## src/verilog/asf_pkg.sv

```systemverilog
// package of constants for the alu status flag block
// Summary of operation
// - carry bit 7 set on carry/borrow
// - half carry bit 6 on nibble carry/borrow
// - add overflow: carry out of bit 6/7 mismatch
// - subtract overflow: borrow into one top bit
// - multiply overflow when product above FFh
// - divide always clears overflow
// - parity flag is accumulator odd parity
// - every reset clears all four flags
// - arithmetic updates three; multiply/divide clear carry
// - bit ops force or update carry only
// - status word lives at address D0h
// - special registers at 80h-FFh, direct only
// - special register with low nibble 0 or 8 is bit addressable
// - long jump loads 16-bit absolute target
// - two status bits select register bank
package asf_pkg;
    // ---------------------------------------------
    // addresses and fields
    // ---------------------------------------------
    localparam logic [7:0] ASF_PSW_ADDR = 8'hD0;
    localparam logic [7:0] ASF_SFR_BASE = 8'h80;
    localparam int ASF_BIT_CY = 7;
    localparam int ASF_BIT_AC = 6;
    localparam int ASF_BIT_F0 = 5;
    localparam int ASF_BIT_RS1 = 4;
    localparam int ASF_BIT_RS0 = 3;
    localparam int ASF_BIT_OV = 2;
    localparam int ASF_BIT_F1 = 1;
    localparam int ASF_BIT_P = 0;
    localparam logic [7:0] ASF_PSW_RESET = 8'h00;
    localparam logic [7:0] ASF_BYTE_MAX = 8'hFF;
    localparam logic [15:0] ASF_PC_RESET = 16'h0000;
    // ---------------------------------------------
    // operation codes
    // ---------------------------------------------
    typedef enum logic [4:0] {
        ASF_OP_NONE, ASF_OP_ADD, ASF_OP_SUM_CARRY_OP, ASF_OP_SUBTRACT_BORROW_OP, ASF_OP_MUL, ASF_OP_DIV,
        ASF_OP_DA, ASF_OP_RRC, ASF_OP_RLC, ASF_OP_SETC, ASF_OP_CLRC, ASF_OP_CPLC,
        ASF_OP_ANLC, ASF_OP_ANLNC, ASF_OP_ORLC, ASF_OP_ORLNC, ASF_OP_MOVC,
        ASF_OP_COMPARE_BRANCH_OP
    } asf_op_t;
endpackage

```

## src/verilog/asf_flag_if.sv

```systemverilog
// interface carrying flag results between datapath and top
`timescale 1ns/1ps
interface asf_flag_if;
    logic cy_we;
    logic cy;
    logic ac_we;
    logic ac;
    logic ov_we;
    logic ov;
    modport producer (output cy_we, cy, ac_we, ac, ov_we, ov);
    modport consumer (input cy_we, cy, ac_we, ac, ov_we, ov);
endinterface

```

## src/verilog/asf_flag_calc.sv

```systemverilog
// combinational flag generator for the arithmetic and bit operations
`timescale 1ns/1ps
module asf_flag_calc (
    // operation
    input wire asf_pkg::asf_op_t i_op,
    input wire logic [7:0] i_a,
    input wire logic [7:0] i_b,
    input wire logic i_bit,
    input wire logic i_cy,
    // results
    asf_flag_if.producer flags
);
    logic [8:0] sum;
    logic [4:0] nib;
    logic [7:0] low7;
    logic c6;
    logic cin;
    logic [15:0] prod;
    logic [8:0] da_val;
    always_comb begin
        cin = (i_op == asf_pkg::ASF_OP_ADD) ? 1'b0 : i_cy;
        sum = 9'h000;
        nib = 5'h00;
        low7 = 8'h00;
        c6 = 1'b0;
        prod = 16'h0000;
        da_val = 9'h000;
        flags.cy_we = 1'b0;
        flags.cy = 1'b0;
        flags.ac_we = 1'b0;
        flags.ac = 1'b0;
        flags.ov_we = 1'b0;
        flags.ov = 1'b0;
        case (i_op)
            asf_pkg::ASF_OP_ADD, asf_pkg::ASF_OP_SUM_CARRY_OP: begin
                sum = {1'b0, i_a} + {1'b0, i_b} + {8'h00, cin};
                nib = {1'b0, i_a[3:0]} + {1'b0, i_b[3:0]} + {4'h0, cin};
                low7 = {1'b0, i_a[6:0]} + {1'b0, i_b[6:0]} + {7'h00, cin};
                c6 = low7[7];
                flags.cy_we = 1'b1;
                flags.cy = sum[8];
                flags.ac_we = 1'b1;
                flags.ac = nib[4];
                flags.ov_we = 1'b1;
                flags.ov = c6 ^ sum[8];
            end
            asf_pkg::ASF_OP_SUBTRACT_BORROW_OP: begin
                sum = {1'b0, i_a} - {1'b0, i_b} - {8'h00, cin};
                nib = {1'b0, i_a[3:0]} - {1'b0, i_b[3:0]} - {4'h0, cin};
                low7 = {1'b0, i_a[6:0]} - {1'b0, i_b[6:0]} - {7'h00, cin};
                c6 = low7[7];
                flags.cy_we = 1'b1;
                flags.cy = sum[8];
                flags.ac_we = 1'b1;
                flags.ac = nib[4];
                flags.ov_we = 1'b1;
                flags.ov = c6 ^ sum[8];
            end
            asf_pkg::ASF_OP_MUL: begin
                prod = i_a * i_b;
                flags.cy_we = 1'b1;
                flags.ov_we = 1'b1;
                flags.ov = (prod > {8'h00, asf_pkg::ASF_BYTE_MAX});
            end
            asf_pkg::ASF_OP_DIV: begin
                flags.cy_we = 1'b1;
                flags.ov_we = 1'b1;
                flags.ov = 1'b0;
            end
            asf_pkg::ASF_OP_DA: begin
                da_val = {1'b0, i_a};
                if (i_a[3:0] > 4'h9 || i_bit) begin
                    da_val = da_val + 9'h006;
                end
                if (da_val[7:4] > 4'h9 || da_val[8] || i_cy) begin
                    da_val = da_val + 9'h060;
                end
                flags.cy_we = 1'b1;
                flags.cy = da_val[8] | i_cy;
            end
            asf_pkg::ASF_OP_RRC: begin
                flags.cy_we = 1'b1;
                flags.cy = i_a[0];
            end
            asf_pkg::ASF_OP_RLC: begin
                flags.cy_we = 1'b1;
                flags.cy = i_a[7];
            end
            asf_pkg::ASF_OP_SETC: begin
                flags.cy_we = 1'b1;
                flags.cy = 1'b1;
            end
            asf_pkg::ASF_OP_CLRC: begin
                flags.cy_we = 1'b1;
            end
            asf_pkg::ASF_OP_CPLC: begin
                flags.cy_we = 1'b1;
                flags.cy = ~i_cy;
            end
            asf_pkg::ASF_OP_ANLC: begin
                flags.cy_we = 1'b1;
                flags.cy = i_cy & i_bit;
            end
            asf_pkg::ASF_OP_ANLNC: begin
                flags.cy_we = 1'b1;
                flags.cy = i_cy & ~i_bit;
            end
            asf_pkg::ASF_OP_ORLC: begin
                flags.cy_we = 1'b1;
                flags.cy = i_cy | i_bit;
            end
            asf_pkg::ASF_OP_ORLNC: begin
                flags.cy_we = 1'b1;
                flags.cy = i_cy | ~i_bit;
            end
            asf_pkg::ASF_OP_MOVC: begin
                flags.cy_we = 1'b1;
                flags.cy = i_bit;
            end
            asf_pkg::ASF_OP_COMPARE_BRANCH_OP: begin
                flags.cy_we = 1'b1;
                flags.cy = (i_a < i_b);
            end
            default: begin
                flags.cy_we = 1'b0;
            end
        endcase
    end
endmodule

```

## src/verilog/asf_status_top.sv

```systemverilog
// status word register, special register decode and long jump target
`timescale 1ns/1ps
module asf_status_top (
    // clock and reset
    input wire logic I_CORE_CLK,
    input wire logic I_RST_N,
    // operation
    input wire asf_pkg::asf_op_t I_OP,
    input wire logic [7:0] I_OPND_A,
    input wire logic [7:0] I_OPND_B,
    input wire logic I_BIT_VAL,
    input wire logic [7:0] I_ACC,
    // direct byte access
    input wire logic I_DIR_WR,
    input wire logic [7:0] I_DIR_ADDR,
    input wire logic [7:0] I_DIR_WDATA,
    // bit access
    input wire logic I_BIT_WR,
    input wire logic [7:0] I_BIT_ADDR,
    input wire logic I_BIT_WDATA,
    // long jump
    input wire logic I_LONG_JUMP_OP,
    input wire logic [15:0] I_LONG_JUMP_OP_TARGET,
    // outputs
    output logic [7:0] O_PSW,
    output logic [7:0] O_DIR_RDATA,
    output logic O_SFR_SEL,
    output logic O_BIT_ADDRESSABLE,
    output logic O_PSW_SEL,
    output logic [1:0] O_BANK,
    output logic [4:0] O_BANK_BASE,
    output logic [15:0] O_PC
);
    // ---------------------------------------------
    // flag calculation
    // ---------------------------------------------
    asf_flag_if flags ();
    logic [7:0] psw_reg;
    logic [7:0] psw_next;
    logic [15:0] pc_reg;
    logic [15:0] pc_next;
    logic [7:0] bit_byte;
    logic [2:0] bit_pos;
    logic bit_hits_psw;
    asf_flag_calc u_calc (
        .i_op(I_OP),
        .i_a(I_OPND_A),
        .i_b(I_OPND_B),
        .i_bit(I_BIT_VAL),
        .i_cy(psw_reg[asf_pkg::ASF_BIT_CY]),
        .flags(flags)
    );
    // ---------------------------------------------
    // address decode
    // ---------------------------------------------
    always_comb begin
        O_SFR_SEL = I_DIR_ADDR[7];
        O_PSW_SEL = (I_DIR_ADDR == asf_pkg::ASF_PSW_ADDR);
        O_BIT_ADDRESSABLE = I_DIR_ADDR[7] && (I_DIR_ADDR[2:0] == 3'h0);
        bit_byte = {I_BIT_ADDR[7:3], 3'h0};
        bit_pos = I_BIT_ADDR[2:0];
        bit_hits_psw = I_BIT_WR && I_BIT_ADDR[7]
            && (bit_byte == asf_pkg::ASF_PSW_ADDR);
        O_DIR_RDATA = O_PSW_SEL ? psw_reg : 8'h00;
    end
    // ---------------------------------------------
    // next state
    // ---------------------------------------------
    always_comb begin
        psw_next = psw_reg;
        if (I_DIR_WR && O_PSW_SEL) begin
            psw_next = I_DIR_WDATA;
        end
        if (bit_hits_psw) begin
            psw_next[bit_pos] = I_BIT_WDATA;
        end
        if (flags.cy_we) begin
            psw_next[asf_pkg::ASF_BIT_CY] = flags.cy;
        end
        if (flags.ac_we) begin
            psw_next[asf_pkg::ASF_BIT_AC] = flags.ac;
        end
        if (flags.ov_we) begin
            psw_next[asf_pkg::ASF_BIT_OV] = flags.ov;
        end
        psw_next[asf_pkg::ASF_BIT_P] = ^I_ACC;
        pc_next = I_LONG_JUMP_OP ? I_LONG_JUMP_OP_TARGET : pc_reg;
    end
    // ---------------------------------------------
    // registers
    // ---------------------------------------------
    always_ff @(posedge I_CORE_CLK or negedge I_RST_N) begin
        if (!I_RST_N) begin
            psw_reg <= asf_pkg::ASF_PSW_RESET;
            pc_reg <= asf_pkg::ASF_PC_RESET;
        end else begin
            psw_reg <= psw_next;
            pc_reg <= pc_next;
        end
    end
    // ---------------------------------------------
    // outputs
    // ---------------------------------------------
    always_comb begin
        O_PSW = psw_reg;
        O_PC = pc_reg;
        O_BANK = {psw_reg[asf_pkg::ASF_BIT_RS1], psw_reg[asf_pkg::ASF_BIT_RS0]};
        O_BANK_BASE = {O_BANK, 3'h0};
    end
endmodule

```

## config.mk

```make
export PLATFORM = sky130hd
export DESIGN_NAME = asf_status_top
export DESIGN_NICKNAME = d
export VERILOG_FILES = /design/src/verilog/asf_pkg.sv /design/src/verilog/asf_flag_if.sv /design/src/verilog/asf_flag_calc.sv /design/src/verilog/asf_status_top.sv
export SDC_FILE = /design/constraint.sdc
export NUM_CORES = 1
export LEC_CHECK = 0
export BUFFER_PORTS_ARGS = -buffer_cell sky130_fd_sc_hd__buf_2
export CAP_MARGIN = 20
export CORE_MARGIN = 2
export CORE_UTILIZATION = 29
export DETAILED_ROUTE_END_ITERATION = 16
export PLACE_DENSITY_LB_ADDON = 0.12
export SLEW_MARGIN = 25
export SYNTH_ARGS = -nofsm -noshare
export SYNTH_HDL_FRONTEND = slang
export SYNTH_SLANG_ARGS = --single-unit
```

## constraint.sdc

```tcl
create_clock -name I_CORE_CLK -period 3.6 [get_ports I_CORE_CLK]
set_input_delay 0.18 -clock I_CORE_CLK [delete_from_list [all_inputs] [get_ports I_CORE_CLK]]
set_output_delay 0.18 -clock I_CORE_CLK [all_outputs]
set_load 0.02 [all_outputs]
```

==> results.sh <==
export IMPL_status="finished, violations left"
export IMPL_violations="negative setup slack"
export IMPL_cellLeakagePower_nw=3.03
export IMPL_path_class="input port to flip-flop"
export IMPL_start_util_pct=29.6
export IMPL_hold_ws_ns=0.151
export IMPL_drt_iter0_drc=132
export IMPL_fin_nets=849
export IMPL_utilization_pct=40.6
export IMPL_post_route_cells_drive_above_1_share_pct=40.8
export IMPL_fin_tns_setup_ns=-0.330
export IMPL_hold_violations=0
export IMPL_arrival_ns=4.05
export IMPL_setup_ws_ns=-0.330
export IMPL_async_flop_share_pct=100
export IMPL_postSynthAreaPerCell_um2=8.64
export IMPL_via_per_inst=4.66
export IMPL_p_per_area_nw_per_um2=393
export IMPL_route_detailed_drc=0
export IMPL_p_int_w=0.00128
export IMPL_cp_max_fo=5
export IMPL_dp_hpwl_um=10400
export IMPL_setup_worst_path_start_class="input port"
export IMPL_synth_warnings=0
export IMPL_pwr_share_seq_pct=14.2
export IMPL_critPathCaptureType="flip-flop"
export IMPL_dp_slack_ns=-0.791
export IMPL_synth_distinct_cells=64
export IMPL_fmax_mhz=254
export IMPL_cts_path_max_buffers=2
export IMPL_routed_wl_um=11900
export IMPL_ir_worst_vdd_v=0.000198
export IMPL_grt_overflow_total=0
export IMPL_antenna_cells=0
export IMPL_final_setup_skew_ns=0.000183
export IMPL_htree_levels=1
export IMPL_synthFlopType="dfrtp_1"
export IMPL_tightest_slew_ns=0.550
export IMPL_relSlewSlack_pct=63.3
export IMPL_die_area_um2=15800
export IMPL_cts_sinks=24
export IMPL_antenna_left=0
export IMPL_coreArea_um2=14500
export IMPL_die_y_um=126
export IMPL_area_delta_synth_final_pct=37.1
export IMPL_rows=44
export IMPL_syn_cell_area_um2=4290
export IMPL_portBuffers=113
export IMPL_total_power_w=0.00231
export IMPL_grt_pass1_vias=4160
export IMPL_insertion_delay_ns=0.25
export IMPL_drv_cap=0
export IMPL_fin_crit_ns=3.93
export IMPL_antenna_found_initial=0
export IMPL_routedWlPerCell_um=13.9
export IMPL_drv_slew=0
export IMPL_cts_made_buffers=3
export IMPL_grt_start_max_net_pins=25
export IMPL_synth_ff_latch_count=24
export IMPL_worst_hold_path_type="input port to flip-flop"
export IMPL_clk_pin_slew_ns=0.06
export IMPL_synth_edf_count=0
export IMPL_switching_share_pct=44.4
export IMPL_cts_root_buf="clkbuf_16"
export IMPL_die_x_um=126
export IMPL_first_pass_iters=4
export IMPL_power_frac_comb_pct=74.4
export IMPL_finalCritPeriodShare_pct=109
export IMPL_gr_usage_all_layers_pct=15.6
export IMPL_dr_total_vias=3982
export IMPL_setup_violations=1
export IMPL_required_ns=3.72
export IMPL_cts_tree="done"
export IMPL_clockPowerShare_pct=11.4
export IMPL_synth_cells=496
export IMPL_p_switching_w=0.00102
export IMPL_ys_seq_area_share_pct=14.0
export IMPL_grt_pass1_wl_um=20400
export IMPL_rsz0062_at_grt="true"
export IMPL_gp_congestion=0.828
export IMPL_boundaryPins=118
-- power groups by stage --
| stage | logic [W] | clock network, W | registers (W) |
|---|---|---|---|
| global placement | 0.00160 | 0 | 0.000333 |
| global route | 0.00193 | 0.000282 | 0.000334 |
| detailed placement | 0.00160 | 0 | 0.000334 |
| CTS | 0.00173 | 0.000271 | 0.000329 |
| floorplan | 0.00105 | 0 | 0.000372 |
| finish | 0.00172 | 0.000262 | 0.000328 |
-- Yosys cell counts (4+ instances only) --
cell       count  share of area (%)
o2111ai_1      4               0.82
o211ai_1       4               0.70
nor3_1        11                1.3
clkbuf_1       7               0.61
and2_1         7                1.0
a21oi_1       16                1.9
xnor2_1       11                2.2
fa_1          36                 17
ha_1          65                 19
buf_4          9                1.6
and3_1        10                1.5
nand3_1       12                1.4
mux2i_1        6                1.4
nand2b_1       8                1.2
mux2_2        17                4.5
a31oi_1        6               0.88
inv_1         78                6.8
dfrtp_1       24                 14
xor2_1         4               0.82
a21o_1         4               0.70
nand2_1       25                2.2
nand3b_1       4               0.70
nor2_1        59                5.2
o21ai_0       15                1.8
-- state kept, by name, summed over array words and instances (netlist names) --
register / count
O_PC: 16
O_PSW: 8
-- cells in the final DEF (no fill, tap or decap), drive strengths merged, types with 2 or more instances in the layout --
cell type,netlist,layout
buf,14,189
inv,78,73
ha,65,65
nor2,59,59
fa,36,36
nand2,25,25
dfrtp,24,24
mux2,18,18
o21ai,17,17
a21oi,16,16
nand3,13,13
xnor2,11,11
nor3,11,11
and3,10,10
nand2b,8,8
and2,8,8
mux2i,6,6
a31oi,6,6
clkinvlp,0,5
a21o,4,4
nand3b,4,4
xor2,4,4
o211ai,4,4
o2111ai,4,4
clkbuf,7,4
nor3b,3,3
o21a,3,3
conb,1,3
clkinv,3,3
o31ai,3,3
nor2b,2,2
a211o,2,2
o21bai,2,2
nand4,2,2
a221oi,2,2
nor4b,2,2
or3,2,2
a211oi,2,2
-- layer usage --
layer	track usage, %	wire, um	up-vias
met5	0	0	-
met1	20.9	5440	1891
met2	27.5	5630	87
li1	-	-	1993
met4	2.75	186	0
met3	1.88	609	11
-- critical path, cell delays in order --
cell        delay, ns
buf_4            0.12
clkinvlp_4       0.16
nor2_2           0.15
fa_1             0.44
fa_2             0.47
fa_1             0.51
inv_1            0.05
fa_1             0.50
inv_2            0.05
ha_4             0.23
nand3_2          0.10
o2111ai_2        0.16
a221oi_2         0.26
a41o_1           0.17
o2111ai_2        0.14
o31ai_2          0.22
o2111ai_1        0.14
-- metrics by stage --
| stage | instance area [um2] | cells |
|---|---|---|
| after floorplan | 4450 | 498 |
| after global placement | 5630 | 844 |
| after detailed placement | 5630 | 844 |
| after CTS | 5870 | 854 |
| after global routing | 5880 | 855 |
| final | 5880 | 855 |
-- worst paths after layout --
kind,start,end,slack [ns],cells after the start
min in group asynchronous,I_RST_N,O_PSW[3],0.44,2
min reg2reg,O_PC[2],O_PC[2],0.50,1
min,I_LONG_JUMP_OP_TARGET[4],O_PC[4],0.15,2
max reg2reg,O_PSW[7],O_PSW[2],0.77,11
max in group asynchronous,I_RST_N,O_PC[2],2.79,2
max,I_OPND_B[3],O_PSW[2],-0.33,17
-- what timing repair did --
item | CTS | global route
endpoints found under the setup margin | 1 | 1
endpoints found under the hold margin | 24 | 0
gates resized for setup | 29 | 1
pin swaps | 23 | 0
setup buffers | 5 | 1
hold buffers | 1 | 0
-- cell families (layout without fill, tap and decap cells) --
family	Yosys count	count (layout)	share of synthesized area (%)
AOI/OAI and AO/OA	75	75	13.0
xor gates and xnor gates	15	15	3.06
adders and majority gates	101	101	35.8
buffers and inverters	102	275	9.98
DFF	24	24	14.0
muxes	24	24	6.13
other	1	3	0.0875
and+or+nand+nor	154	154	17.9
-- cell type report --
cell class                      instances  area, um2
Fill cell                            1494       8600
Multi-Input combinational cell        372       3460
Timing Repair Buffer                  190       1170
Sequential cell                        24        601
Inverter                               81        325
Tap cell                              184        230
Clock buffer                            4       88.8
Power figures use the tool's default switching activity.
